### src/watch_timer_pkg.sv
// constants for the watchdog / power-down interlock block
package watch_timer_pkg;
   localparam int CNT_W = 16;
   // clock mode register bit positions
   localparam int MODE_TIMER_EN_BIT = 1;
   localparam int MODE_OSC_EN_BIT = 2;
   localparam logic [7:0] MODE_REG_RST = 8'h06;
   // synchroniser slots for the two pins
   localparam int SYNC_PINS = 2;
   localparam int SYNC_PIN_OSC = 0;
   localparam int SYNC_PIN_FAST = 1;
   // timeout in watchdog ticks for each clock source
   localparam logic [15:0] SLOW_TIMEOUT = 16'h0100;
   localparam logic [15:0] FAST_TIMEOUT = 16'h0010;
   // reset pulse length in system clocks
   localparam logic [3:0] RST_PULSE_LEN = 4'h4;
   localparam logic [15:0] CNT_RST = 16'h0000;
   localparam logic [3:0] PULSE_CNT_RST = 4'h0;
   localparam logic FLAG_RST = 1'b0;
endpackage

### src/watch_timer.sv
// watchdog timer with slow-rc or system-clock tick and power-down support
// Behaviour
// - halted while slow rc oscillator is off
// - keeps timing through stop; resets on expiry
// - tick from slow rc, or sysclk in fast wakeup
// - fast wakeup gives much shorter timeout
// - clock mode bit 1 enables watchdog
// - clock mode bit 2 enables slow rc oscillator
module watch_timer (
   input wire logic i_mclk, // system clock, 100 MHz
   input wire logic i_srst, // synchronous reset, active high
   input wire logic i_ce, // clock enable, freezes all state when low
   input wire logic [7:0] i_clock_mode_reg, // clock mode register value
   input wire logic i_fast_wakeup, // fast wakeup config select
   input wire logic i_slow_internal_rc_osc, // slow rc oscillator pin
   input wire logic i_stopped, // core is in stop-system or stop-exe
   input wire logic i_clear, // watchdog clear instruction pulse
   output logic o_watch_reset, // device reset request
   output logic o_use_sysclk, // current tick source is system clock
   output logic [15:0] o_count // current watchdog count
);
   typedef enum logic [1:0] {
      SRC_SLOW = 2'b01,
      SRC_FAST = 2'b10
   } src_t;

   logic [watch_timer_pkg::SYNC_PINS-1:0] pin_raw;
   logic [watch_timer_pkg::SYNC_PINS-1:0] pin_sync;
   logic osc_dly_ff, nxt_osc_dly;
   src_t src_ff, nxt_src;
   logic use_sys_ff, nxt_use_sys;
   logic [watch_timer_pkg::CNT_W-1:0] cnt_ff, nxt_cnt;
   logic [3:0] rst_ff, nxt_rst;
   logic wrst_ff, nxt_wrst;
   logic timer_en;
   logic osc_en;
   logic osc_lvl;
   logic fast_sel;
   logic clear_ok;
   logic slow_tick;
   logic tick;
   logic expired;
   logic busy;
   logic fire;
   logic [15:0] limit;

   // true while the system clock drives the count
   function automatic logic is_fast(input src_t src);
      is_fast = (src == SRC_FAST);
   endfunction

   // timeout length for the given source
   function automatic logic [15:0] limit_of(input src_t src);
      if (is_fast(src)) begin
         limit_of = watch_timer_pkg::FAST_TIMEOUT;
      end else begin
         limit_of = watch_timer_pkg::SLOW_TIMEOUT;
      end
   endfunction

   assign pin_raw[watch_timer_pkg::SYNC_PIN_OSC] = i_slow_internal_rc_osc;
   assign pin_raw[watch_timer_pkg::SYNC_PIN_FAST] = i_fast_wakeup;

   // two flops per pin; only the second flop is read
   generate
      for (genvar g = 0; g < watch_timer_pkg::SYNC_PINS; g++) begin : g_sync
         logic s1_ff, nxt_s1;
         logic s2_ff, nxt_s2;

         always_comb begin
            nxt_s1 = pin_raw[g];
            nxt_s2 = s1_ff;
         end

         always_ff @(posedge i_mclk) begin
            if (i_srst) begin
               s1_ff <= watch_timer_pkg::FLAG_RST;
               s2_ff <= watch_timer_pkg::FLAG_RST;
            end else if (i_ce) begin
               s1_ff <= nxt_s1;
               s2_ff <= nxt_s2;
            end
         end

         assign pin_sync[g] = s2_ff;
      end
   endgenerate

   assign timer_en =
      i_clock_mode_reg[watch_timer_pkg::MODE_TIMER_EN_BIT];
   assign osc_en =
      i_clock_mode_reg[watch_timer_pkg::MODE_OSC_EN_BIT];
   assign osc_lvl = pin_sync[watch_timer_pkg::SYNC_PIN_OSC];
   assign fast_sel = pin_sync[watch_timer_pkg::SYNC_PIN_FAST];

   // a stopped core cannot execute a clear, so timing goes on
   assign clear_ok = i_clear & ~i_stopped;

   // rc oscillator off means no slow ticks at all
   assign slow_tick = osc_en & osc_lvl & ~osc_dly_ff;
   assign tick = is_fast(src_ff) | slow_tick;
   assign limit = limit_of(src_ff);
   assign expired = (cnt_ff >= limit - 16'h0001);

   // reset pulse still running
   assign busy = (rst_ff != watch_timer_pkg::PULSE_CNT_RST);

   // counted tick at the last count; no ticks while rc is off
   assign fire = !busy && timer_en && !clear_ok && tick && osc_en && expired;

   // delayed copy of the rc level for rising-edge detection
   always_comb begin
      nxt_osc_dly = osc_lvl;
   end

   always_ff @(posedge i_mclk) begin
      if (i_srst) begin
         osc_dly_ff <= watch_timer_pkg::FLAG_RST;
      end else if (i_ce) begin
         osc_dly_ff <= nxt_osc_dly;
      end
   end

   // switch to fast only on a slow edge or while idle: no partial tick
   always_comb begin
      nxt_src = src_ff;
      unique case (src_ff)
         SRC_SLOW: begin
            if (fast_sel && (slow_tick || !timer_en || !osc_en)) begin
               nxt_src = SRC_FAST;
            end
         end
         SRC_FAST: begin
            if (!fast_sel) begin
               nxt_src = SRC_SLOW;
            end
         end
         default: begin
            nxt_src = SRC_SLOW;
         end
      endcase
      nxt_use_sys = is_fast(nxt_src);
   end

   always_ff @(posedge i_mclk) begin
      if (i_srst) begin
         src_ff <= SRC_SLOW;
         use_sys_ff <= watch_timer_pkg::FLAG_RST;
      end else if (i_ce) begin
         src_ff <= nxt_src;
         use_sys_ff <= nxt_use_sys;
      end
   end

   // reset pulse length counter
   always_comb begin
      nxt_rst = rst_ff;
      nxt_wrst = 1'b0;
      if (busy) begin
         nxt_rst = rst_ff - 4'h1;
         nxt_wrst = 1'b1;
      end else if (fire) begin
         nxt_rst = watch_timer_pkg::RST_PULSE_LEN - 4'h1;
         nxt_wrst = 1'b1;
      end
   end

   always_ff @(posedge i_mclk) begin
      if (i_srst) begin
         rst_ff <= watch_timer_pkg::PULSE_CNT_RST;
         wrst_ff <= watch_timer_pkg::FLAG_RST;
      end else if (i_ce) begin
         rst_ff <= nxt_rst;
         wrst_ff <= nxt_wrst;
      end
   end

   // count held at zero during the pulse, when off and on clear
   always_comb begin
      nxt_cnt = cnt_ff;
      if (busy || fire) begin
         nxt_cnt = watch_timer_pkg::CNT_RST;
      end else if (!timer_en || clear_ok) begin
         nxt_cnt = watch_timer_pkg::CNT_RST;
      end else if (tick && osc_en) begin
         nxt_cnt = cnt_ff + 16'h0001;
      end
   end

   always_ff @(posedge i_mclk) begin
      if (i_srst) begin
         cnt_ff <= watch_timer_pkg::CNT_RST;
      end else if (i_ce) begin
         cnt_ff <= nxt_cnt;
      end
   end

   // all outputs come straight from flops
   assign o_watch_reset = wrst_ff;
   assign o_use_sysclk = use_sys_ff;
   assign o_count = cnt_ff;
endmodule

### config.mk
export PLATFORM = sky130hd
export DESIGN_NAME = watch_timer
export DESIGN_NICKNAME = d
export VERILOG_FILES = /design/src/watch_timer_pkg.sv /design/src/watch_timer.sv
export SDC_FILE = /design/constraint.sdc
export NUM_CORES = 1
export LEC_CHECK = 0
export BUFFER_PORTS_ARGS = -buffer_cell sky130_fd_sc_hd__buf_2
export CORE_ASPECT_RATIO = 0.9
export CORE_MARGIN = 5
export CORE_UTILIZATION = 45
export DETAILED_ROUTE_END_ITERATION = 6
export PLACE_DENSITY = 0.68
export SLEW_MARGIN = 0
export SYNTH_ARGS = -nofsm -noshare
export SYNTH_HDL_FRONTEND = slang
export SYNTH_SLANG_ARGS = --single-unit
### constraint.sdc
create_clock -name i_mclk -period 4.8 [get_ports i_mclk]
set_clock_uncertainty 0.2 [all_clocks]
set_input_delay 0.72 -clock i_mclk [delete_from_list [all_inputs] [get_ports i_mclk]]
set_output_delay 0.72 -clock i_mclk [all_outputs]
set_load 0.1 [all_outputs]
# [Word-level counts from Yosys, hierarchy flattened]
# Index checks and enable logic that the tools add are counted.
[op_classes] reduce_logical=20 muxes=11 n_bitwise=6 multipliers=0 addsub=3 n_lt_le_gt_ge=1 eq_ne=3 n_div=0 n_shift=0
[ops] operator="two-way mux 16 bit" n=3
[ops] operator="adder 16 x 1 -> 16 bit, second input constant" n=1
[ops] operator=">= comparator 16 bit" n=1
[ops] operator="subtractor 16 x 1 -> 16 bit, second input constant" n=1
[ops] operator="two-way mux 9 bit" n=1
[ops] operator="two-way mux 4 bit" n=2
[ops] operator="logical AND 1 bit" n=7
[ops] operator="equality test 2 bit, second input constant" n=2
[ops] operator="logical NOT 1 bit" n=4
[ops] operator="logical OR 1 bit" n=4
[ops] operator="two-way mux 2 bit" n=2
[ops] operator="case mux 2 bit (2 select lines)" n=1
[ops] operator="AND reduction 2 bit" n=2
[ops] operator="nonzero test 4 bit" n=1
[ops] operator="subtractor 4 x 1 -> 4 bit, second input constant" n=1
[ops] operator="bitwise AND 1 bit" n=3
[ops] operator="nonzero test 3 bit" n=1
[ops] operator="equality test 2 x 1 -> 1 bit, second input constant" n=1
[ops] operator="two-way mux 1 bit" n=2
[ops] operator="NOT 1 bit" n=2
[ops] operator="nonzero test 2 bit" n=1
[ops] operator="bitwise OR 1 bit" n=1
[totals] ff_bits=29 out_inout_bits=18 ram_bits=0 inputBits=15 wordCells=54 memories=0 mem_bits_ro=0 latchBits=0

# [Longest topological paths before layout]
# Gate-level depths: netlist (run 1).
[logic_depth] word_depth=10 mapped_depth=9 ltp_nobuf=8

# [Worst setup path before layout (run 1)]
# Ideal clock, no wire load.
[synth_path] path_type="register to register" startpoint="register cnt_ff, in the netlist o_count[4]" endpoint="register rst_ff[1]" arrival_time_ns=2.406 n_path_buf=0 path_stages_with_launch=7 required_ns=4.477 setup_ns=0.123 synth_period_minus_slack_ns=2.729 path_slack_ns=2.071 cell_sequence="dfxtp_1 > ha_1 > a41oi_1 > nor4_1 > a311oi_2 > o21a_1 > mux2_1"
[synth_via] elab_chain_cells=4
[synth_rtl] item="start: declaration" line="watch_timer.sv:32" text="logic [watch_timer_pkg::CNT_W-1:0] cnt_ff, nxt_cnt;"
[synth_rtl] item="start signal: assignment" line="watch_timer.sv:192" text="cnt_ff <= watch_timer_pkg::CNT_RST;"
[synth_rtl] item="start signal: assignment" line="watch_timer.sv:194" text="cnt_ff <= nxt_cnt;"
[synth_rtl] item=">= comparator 16 bit" line="watch_timer.sv:103" text="assign expired = (cnt_ff >= limit - 16'h0001);"
[synth_rtl] item="logical AND 1 bit" line="watch_timer.sv:109" text="assign fire = !busy && timer_en && !clear_ok && tick && osc_en && expired;"
[synth_rtl] item="nonzero test 2 bit (no line)"
[synth_rtl] item="AND reduction 2 bit (no line)"
[synth_rtl] item="end signal: assignment" line="watch_timer.sv:170" text="rst_ff <= watch_timer_pkg::PULSE_CNT_RST;"
[synth_rtl] item="end signal: assignment" line="watch_timer.sv:173" text="rst_ff <= nxt_rst;"
[synth_rtl] item="end: declaration" line="watch_timer.sv:33" text="logic [3:0] rst_ff, nxt_rst;"
# No other way between the ends.
# A chain may end at the register's enable or synchronous reset.

# [Final worst setup path (run 1)]
[layout_path] startpoint="register src_ff[0]" endpoint="register cnt_ff, in the netlist o_count[13]"
[layout_via] elab_chain_cells=8 elab_cells_between_ends=13 cone_classes="add/sub: 1; order compare: 1; eq/ne: 1; mux: 2; bitwise: 1; reduce/logical: 7"
[layout_rtl] item="start: declaration" line="watch_timer.sv:30" text="src_t src_ff, nxt_src;"
[layout_rtl] item="start signal: assignment" line="watch_timer.sv:150" text="src_ff <= nxt_src;"
[layout_rtl] item="equality test 2 bit (*)" line="watch_timer.sv:49" text="is_fast = (src == SRC_FAST);"
[layout_rtl] item="two-way mux 9 bit or bitwise OR 1 bit (tied branches)" line="watch_timer.sv:54, watch_timer.sv:101"
[layout_rtl] item="subtractor 16 x 1 -> 16 bit or logical AND 1 bit (tied branches)" line="watch_timer.sv:103, watch_timer.sv:109"
[layout_rtl] item=">= comparator 16 bit or logical AND 1 bit (tied branches)" line="watch_timer.sv:103, watch_timer.sv:109"
[layout_rtl] item="logical AND 1 bit" line="watch_timer.sv:109"
[layout_rtl] item="logical OR 1 bit" line="watch_timer.sv:181" text="if (busy || fire) begin"
[layout_rtl] item="nonzero test 3 bit (no line)"
[layout_rtl] item="AND reduction 2 bit (no line)"
# Mark *: on every way between the ends. The rest lies on a longest branch, timed or not.

==> reports/qor.yml, run 1 <==
outcome:
  status: "completed"
global_routing:
  grt_max_degree: 23
  grt_pass1_vias: 1349
  antenna_found_initial: 0
  grtUsageTotal_pct: 15.55
  overflow: 0
  grt_pass1_wl_mm: 5.837
worst_hold_path:
  hp-class: "flop to flop"
detailed_routing:
  drc: 0
  wl_mm: 3.289
  route.top_layer_used: "met4"
  route.met2.wl_mm: 1.602
  avgRoutedWirePerCell_um: 13.42
  route.met3.wl_um: 150
  drt_iter0_markers: 71
  ant_nets: 0
  first_pass_iters: 4
  viasPerCell: 5.376
  vias: 1317
  wl_met1_mm: 1.498
synth:
  synth_cell_types: 46
  synth_commonest_cells: "29 x dfxtp_1, 18 x a21oi_1, 18 x nor2_1"
  synth_most_common_cell: "dfxtp_1"
  synthTopCellsByArea: "dfxtp_1 38%, a21oi_1 5.9%, ha_1 4.9%"
  async_flop_share_pct: 0
  synthFlopType: "dfxtp_1"
  ys_seq_elements: 29
  synth_edf_count: 0
  yosys.area.top_type_share_pct: 38.13
  synth_top_area_cell: "dfxtp_1"
  synth_cells: 175
  syn_area_um2: 1523
  yosysSeqAreaShare_pct: 38.13
  avgSynthCellArea_um2: 8.701
  syn_nets: 196
  yosysWarnings: 0
cts:
  cts_buffer_depth: 2
  cts.clk_slew.worst_paths_ps: 60
  cts_tree: "done"
  post_cts_buffers: 0
  cts-root-buf: "clkbuf_8"
  clk_latency_ps: 270
  ctsHtreeMaxLevel: 2
  cts_buffers: 5
  holdBufCountCts: 0
  post_cts_resized: 0
  cts_sinks: 29
floorplanning:
  die_x_um: 71.32
  ioPinCount: 33
  core_area_um2: 3328
  rows: 20
  die_h_um: 65.19
  start_util_pct: 45.75
  die-area_um2: 4649
layout:
  final_area_um2: 1749
  antennaDiodeCount: 0
  nets: 222
  syn2layout_area_growth_pct: 14.87
  drive_above_1_share_pct: 22.39
worst_setup_path:
  end_kind: "flop"
  cp.arrival_ps: 2670
  critPathKind: "flop to flop"
  required_ps: 4770
  crit_path_start_kind: "flop"
  critical_path.max_fanout: 16
sta:
  fin_crit_sh_pct: 56.36
  timing.hold.ws_ps: 273.7
  rsz0062_at_grt: "no"
  hold_violations: 0
  finalSetupViolations: 0
  drv_slew: 0
  min_period_ps: 2706
  slew_headroom_pct: 52.22
  tightest_slew_ps: 716.7
  fin_tns_setup_ps: 0
  fmax_mhz: 369.6
pwr:
  ir_drop_uv: 215.3
  powerDensity_nw_per_um2: 349.6
  power_w: 0.0006114
  p_leak_nw: 0.6976
placement:
  place_area_um2: 1663
  place.gp.congestion: 0.8150
  dp_hpwl_mm: 2.431
  portBuffers: 26
run:
  maxCapViolCount: 0
-- flip-flops by register name, indices dropped and copies added (netlist names) --
signal,count
fast_sel,1
g_sync.nxt_s2,2
g_sync.s2_ff,1
o_count,16
o_use_sysclk,1
o_watch_reset,1
osc_dly_ff,1
rst_ff,4
src_ff,2
-- worst paths after layout --
path                                    to  slack (ps)  depth (start not counted)                     start
hold reg to reg   o_count[15]$_SDFFE_PP0P_         270                          2  o_count[15]$_SDFFE_PP0P_
setup reg to reg  o_count[13]$_SDFFE_PP0P_        2090                          8    src_ff[0]$_SDFFE_PP1P_
setup / recovery  o_count[13]$_SDFFE_PP0P_        2090                          8    src_ff[0]$_SDFFE_PP1P_
hold / removal    o_count[15]$_SDFFE_PP0P_         270                          2  o_count[15]$_SDFFE_PP0P_
-- cells by family (layout without fill, tap and decap cells) --
| family | Yosys count | count (layout) | synth area share (%) |
|---|---|---|---|
| fa+ha+maj | 6 | 6 | 4.930 |
| buf+inv | 16 | 42 | 5.176 |
| simple gates | 64 | 64 | 22.93 |
| xor+xnor | 5 | 5 | 2.876 |
| mux | 8 | 8 | 5.341 |
| flops | 29 | 29 | 38.13 |
| compound gates | 47 | 47 | 20.62 |
-- cell usage in the layout (no fill, tap or decap), types with 2 or more instances in the layout --
cell | netlist | layout
nand2b_1 | 5 | 5
nor3b_1 | 2 | 2
buf_2 | 3 | 26
o211ai_1 | 2 | 2
o21ai_0 | 9 | 9
a211oi_1 | 2 | 2
clkbuf_8 | 0 | 6
mux2i_1 | 7 | 7
nor2b_1 | 2 | 2
nor4_1 | 4 | 4
dfxtp_1 | 29 | 29
o21bai_1 | 2 | 2
ha_1 | 6 | 6
nand3_1 | 5 | 5
o31ai_1 | 2 | 2
and3_4 | 2 | 2
a21oi_1 | 18 | 18
xor2_1 | 4 | 4
nand2_1 | 10 | 10
or3_1 | 7 | 7
nor2_1 | 18 | 18
inv_1 | 9 | 9
-- power by group --
group	leakage [nW]	switching [W]	internal [W]
Sequential	0.235	0.0000129	0.000259
Clock	0.0443	0.0000832	0.000113
Combinational	0.418	0.0000996	0.0000438
-- per-layer routing --
metal / global-route usage, % / vias to the layer above
met5: 0 / -
met4: 6.338 / 0
met3: 4.281 / 7
met2: 26.15 / 23
met1: 18.65 / 612
li1: - / 675
-- critical path: stages (launching register included) --
cell      delay [ps]
dfxtp_1          360
inv_1             80
ha_1             290
ha_1             340
a41oi_1          110
nor4_1           250
a311oi_2         100
o21ai_2          620
o21ba_2          250
-- area by class of cell --
class                   instances  area, um2
multi-input cells             130      863.3
flip-flops and latches         29      580.6
inverters                       9      33.78
repair buffers                 26      130.1
clock buffers                   7      86.33
fillers                       313       1579
well taps                      44      55.05
-- through the flow --
stage | setup slack (ps) | cells | util (%)
2_1_floorplan | 2071 | 175 | -
3_3_place_gp | 2194 | 238 | 49.96
3_5_place_dp | 2121 | 238 | 49.96
4_1_cts | 2106 | 245 | 52.56
5_1_grt | 1857 | 245 | 52.56
6_report | 2094 | 245 | 52.56
No activity file was read; power rests on OpenSTA's default activity.
==> inputs of run 2 (changes only) <==
- PLACE_DENSITY: 0.68 -> 0.71
- clock period: 4.8 -> 2.3 ns (I/O delays scaled with it)
==> run 2 against run 1 <==
Effect of this change:
- largest cell class unchanged
- worst hold slack worse by 170 ps
- largest power group unchanged
- final area grew 8.7%
- power is 120% higher
- critical path depth is the same
==> reports/qor.yml, run 2 (synthesis gave the netlist of run 1 again) <==
pwr:
  internal_power_w: 0.0009063
  power_frac_comb_pct: 25.5
  powerDensity_nw_per_um2: 706.4
  ir_drop_uv: 502.6
  seqPwrFrac_pct: 42.0
  pwr-share-clk_pct: 32.5
  switching_share_pct: 32.54
  p_sw_w: 0.0004371
  p_leak_nw: 0.7474
cts:
  holdBufCountCts: 0
  cts.clk_slew.worst_paths_ps: 60
  ctsHtreeMaxLevel: 2
  cts_buffers: 5
  clk_latency_ps: 280
  cts_sinks: 29
  cts-root-buf: "clkbuf_8"
  cts_tree: "done"
  post_cts_buffers: 0
  cts_buffer_depth: 2
worst_setup_path:
  cp_num_buf_inv: 2
  critical_path.startpoint: "src_ff[0]$_SDFFE_PP1P_"
  cp_top_family: "compound AO/OA/AOI/OAI gates"
  crit_chain: "inv_1 > buf_4 > ha_1 > nor2_1 > o21ai_0 > a311oi_2 > o21a_1 > mux2_4"
  endpoint: "rst_ff[1]$_SDFFE_PP0P_"
  r2r_end: "rst_ff[1]$_SDFFE_PP0P_"
  r2r-start: "src_ff[0]$_SDFFE_PP1P_"
  required_ps: 2270
  r2r_slack_ps: 50
  critPathKind: "flop to flop"
  cp.depth: 8
  cp_slowest_cell: "a311oi_2"
  cpPeakStageDelay_ps: 400
  crit_path_start_kind: "flop"
  r2r_cells: 8
  end_kind: "flop"
  cp.arrival_ps: 2210
  critical_path.max_fanout: 4
detailed_routing:
  wl_mm: 3.354
  first_pass_iters: 4
  drc: 0
  drt_iter0_markers: 90
  vias: 1365
  viasPerCell: 5.353
  ant_nets: 0
  avgRoutedWirePerCell_um: 13.15
placement:
  place.gp.congestion: 0.8101
  dp_slack_ps: -22.82
  portBuffers: 26
  post-place-cells: 247
  dp_hpwl_mm: 2.389
layout:
  largest_reg_flops: 16
  utilization_pct: 57.14
  antennaDiodeCount: 0
  drive_above_1_share_pct: 34.60
  final_cell_mix: "26 x buf_2, 18 x nor2_1, 17 x a21oi_1"
  syn2layout_area_growth_pct: 24.90
  final_cells: 255
  fillers: 312
  layout_commonest_cell: "buf_2"
  nets: 231
worst_hold_path:
  hp-class: "input port to flop"
  hold_start: "i_fast_wakeup"
  holdPathStages: 3
sta:
  slew_headroom_pct: 67.11
  finalSetupViolations: 0
  fin_crit_sh_pct: 97.68
  min_period_ps: 2247
  fmax_mhz: 445.1
  drv_slew: 0
  setup_slack_ps: 53.42
  tightest_slew_ps: 496.7
  hold_violations: 0
  fin_tns_setup_ps: 0
global_routing:
  grt_pass1_wl_mm: 5.602
  overflow: 0
  antenna_found_initial: 0
  grtUsageTotal_pct: 15.17
  grt_pass1_vias: 1229
  grt_max_degree: 19
floorplanning:
  die_x_um: 71.32
  die-area_um2: 4649
  ioPinCount: 33
  core_area_um2: 3328
  die_h_um: 65.19
  start_util_pct: 45.75
  rows: 20
run:
  maxCapViolCount: 0
outcome:
  status: "completed"
run 2: cell types whose count changed in the layout (fill, tap and decap cells not counted), moves of 2 or more:
cell | previous run | this run
dfxtp_1 | 29 | 15
buf_4 | 0 | 8
dfxtp_2 | 0 | 13
ha_1 | 6 | 4
run 2: routing by layer:
metal	routed length (um)	GRT usage (%)	vias to the layer above
li1	-	-	699
met1	1555	19.61	624
met3	227	5.657	4
met2	1541	23.62	38
met5	0	0	-
met4	30	4.225	0
run 2: worst min path at each step:
stage	to	slack (ps)
after floorplan	src_ff[0]$_SDFFE_PP1P_	240
after global placement	o_count[15]$_SDFFE_PP0P_	250
after detailed placement	o_count[15]$_SDFFE_PP0P_	260
after global routing	g_sync[0].nxt_s2$_SDFFE_PP0P_	120
final	g_sync[1].nxt_s2$_SDFFE_PP0P_	100
after CTS	g_sync[1].nxt_s2$_SDFFE_PP0P_	100
run 2: power by group through the flow:
stage	Sequential [W]	Combinational, W	Clock (W)
final	0.000564	0.000343	0.000436
after global routing	0.000569	0.000371	0.000477
after CTS	0.000564	0.000328	0.000441
after detailed placement	0.000575	0.000325	0
after global placement	0.000573	0.000324	0
after floorplan	0.000661	0.000160	0
run 2: metrics by stage:
stage	total power (W)	hold slack (ps)	instance area [um2]
global placement	0.0008972	252.3	1748
CTS	0.001333	99.59	1858
floorplan	0.0008208	239.4	1540
detailed placement	0.0009006	255.7	1748
global route	0.001416	124.4	1902
finish	0.001343	102.0	1902
run 2: cell type report:
type / count / area [um2] / share of cell area [%]
clock buffer: 8 / 90.09 / 4.737
inverter: 9 / 33.78 / 1.776
timing repair buffer: 35 / 201.4 / 10.59
tap: 44 / 55.05 / 2.895
sequential: 29 / 600.6 / 31.58
multi-input combinational: 130 / 920.9 / 48.42
run 2: repair_timing:
action                                  4_1_cts  5_1_grt
endpoints found under the setup margin        3       13
pin swaps                                     3        5
resized for setup                             2        9
run 2: worst min-delay path: stages:
cell	delay, ps
buf_2	70
mux2i_1	50
nor2_1	70
==> inputs of run 3 (changes only) <==
- BUFFER_PORTS_ARGS: -buffer_cell sky130_fd_sc_hd__buf_2 -> -buffer_cell sky130_fd_sc_hd__clkbuf_2
- CORE_ASPECT_RATIO: 0.9 -> 1.1
==> run 3 against run 2 <==
Effect of this change:
- critical path depth unchanged
- worst hold slack got worse by 44 ps
- critical endpoint unchanged
- clock power fell by 27%
- via count grew 0.15%
- worst setup slack gained 40 ps
- sequential share of layout area rose by 0.61 points
- sequential cell count did not move
==> reports/qor.yml, run 3 (synthesis gave the netlist of run 1 again) <==
detailed_routing:
  viasPerCell: 5.446
  ant_nets: 0
  drt_iter0_markers: 43
  first_pass_iters: 4
  vias: 1367
  avgRoutedWirePerCell_um: 12.84
  wl_mm: 3.224
  drc: 0
placement:
  portBuffers: 26
  place.gp.congestion: 0.7815
  dp_hpwl_mm: 2.397
worst_setup_path:
  critical_path.max_fanout: 2
  cpPeakStageDelay_ps: 330
  cp_slowest_cell: "dfxtp_2"
  cp.arrival_ps: 2240
  r2r_slack_ps: 90
  required_ps: 2330
  critPathKind: "flop to flop"
  end_kind: "flop"
  crit_path_start_kind: "flop"
  crit_chain: "inv_1 > ha_1 > ha_4 > a41oi_2 > nor4_1 > a311oi_2 > o21a_1 > mux2_1"
sta:
  tightest_slew_ps: 545.6
  finalSetupViolations: 0
  fin_crit_sh_pct: 95.96
  hold_violations: 0
  min_period_ps: 2207
  fmax_mhz: 453.1
  drv_slew: 0
  timing.hold.ws_ps: 58.27
  slew_headroom_pct: 63.78
layout:
  layout_commonest_cell: "clkbuf_2"
  drive_above_1_share_pct: 34.42
  utilization_pct: 56.36
  nets: 235
  final_cell_mix: "26 x clkbuf_2, 18 x nor2_1, 18 x a21oi_1"
  antennaDiodeCount: 0
  largest_reg_flops: 16
  syn2layout_area_growth_pct: 22.27
global_routing:
  grt_max_degree: 17
  overflow: 0
  antenna_found_initial: 0
  grtUsageTotal_pct: 14.51
  grt_pass1_vias: 1238
  grt_pass1_wl_mm: 5.278
floorplanning:
  rows: 22
  die-area_um2: 4649
  start_util_pct: 46.10
  ioPinCount: 33
  die_h_um: 71.01
  core_area_um2: 3303
  die_x_um: 65.47
pwr:
  p_sw_w: 0.0004083
  internal_power_w: 0.0008079
  power_frac_comb_pct: 27.4
  switching_share_pct: 33.57
  pwr-share-clk_pct: 26.3
  ir_drop_uv: 513.8
  powerDensity_nw_per_um2: 653.3
  seqPwrFrac_pct: 46.3
  p_leak_nw: 0.7360
outcome:
  status: "completed"
cts:
  cts_buffers: 5
  cts_sinks: 29
  cts.clk_slew.worst_paths_ps: 90
  ctsHtreeMaxLevel: 2
  holdBufCountCts: 0
  cts_tree: "done"
  cts_buffer_depth: 2
  cts-root-buf: "clkbuf_4"
  clk_latency_ps: 330
worst_hold_path:
  hp-class: "input port to flop"
run:
  maxCapViolCount: 0
[run 3: final timing paths]
kind                            depth (start not counted)                             to                      from
worst max-delay path                                    8         rst_ff[1]$_SDFFE_PP0P_    src_ff[0]$_SDFFE_PP1P_
worst max register to register                          8         rst_ff[1]$_SDFFE_PP0P_    src_ff[0]$_SDFFE_PP1P_
worst min-delay path                                    3  g_sync[1].nxt_s2$_SDFFE_PP0P_             i_fast_wakeup
worst min register to register                          2       o_count[15]$_SDFFE_PP0P_  o_count[15]$_SDFFE_PP0P_
[run 3: power by group through the flow]
stage | registers, W | clock network (W) | logic, W
floorplan | 0.000661 | 0 | 0.000160
global placement | 0.000573 | 0 | 0.000318
detailed placement | 0.000574 | 0 | 0.000320
CTS | 0.000563 | 0.000335 | 0.000322
global route | 0.000570 | 0.000357 | 0.000368
finish | 0.000563 | 0.000320 | 0.000333
[run 3: final cells by class]
| cell class | count | area (um2) |
|---|---|---|
| sequential | 29 | 599.3 |
| clock buffer | 8 | 58.81 |
| timing repair buffer | 39 | 227.7 |
| tap | 36 | 45.04 |
| multi-input combinational | 130 | 897.1 |
| inverter | 9 | 33.78 |
| fill | 313 | 1441 |
[run 3: per-stage QoR]
step / cells / total power [W] / area (um2) / TNS (ps) / setup WS [ps]
after floorplan: 175 / 0.0008208 / 1540 / -17.17 / -17.17
after global placement: 241 / 0.0008919 / 1753 / 0 / 50.89
final: 251 / 0.001216 / 1862 / 0 / 92.93
after global routing: 251 / 0.001294 / 1862 / -2.758 / -2.758
after detailed placement: 241 / 0.0008942 / 1753 / 0 / 42.37
after CTS: 249 / 0.001220 / 1812 / 0 / 38.57
[run 3: repair_timing]
action                                  in CTS  in global routing
resized for setup                            0                  5
buffers inserted                             0                  2
endpoints found under the setup margin       0                 12
[run 3: routing by layer]
metal	vias to the layer above	routed length (um)	track usage, %
met3	4	205	6.349
met5	-	0	0
met1	615	1431	16.28
li1	711	-	-
met2	37	1546	24.41
met4	0	40	4.839
[run 3: critical path, delay by kind of cell, from the launching register on]
kind / cells / cell delay (ps)
flops: 1 / 330
compound gates: 3 / 700
buf+inv: 1 / 50
fa+ha+maj: 2 / 460
mux: 1 / 310
simple gates: 1 / 70
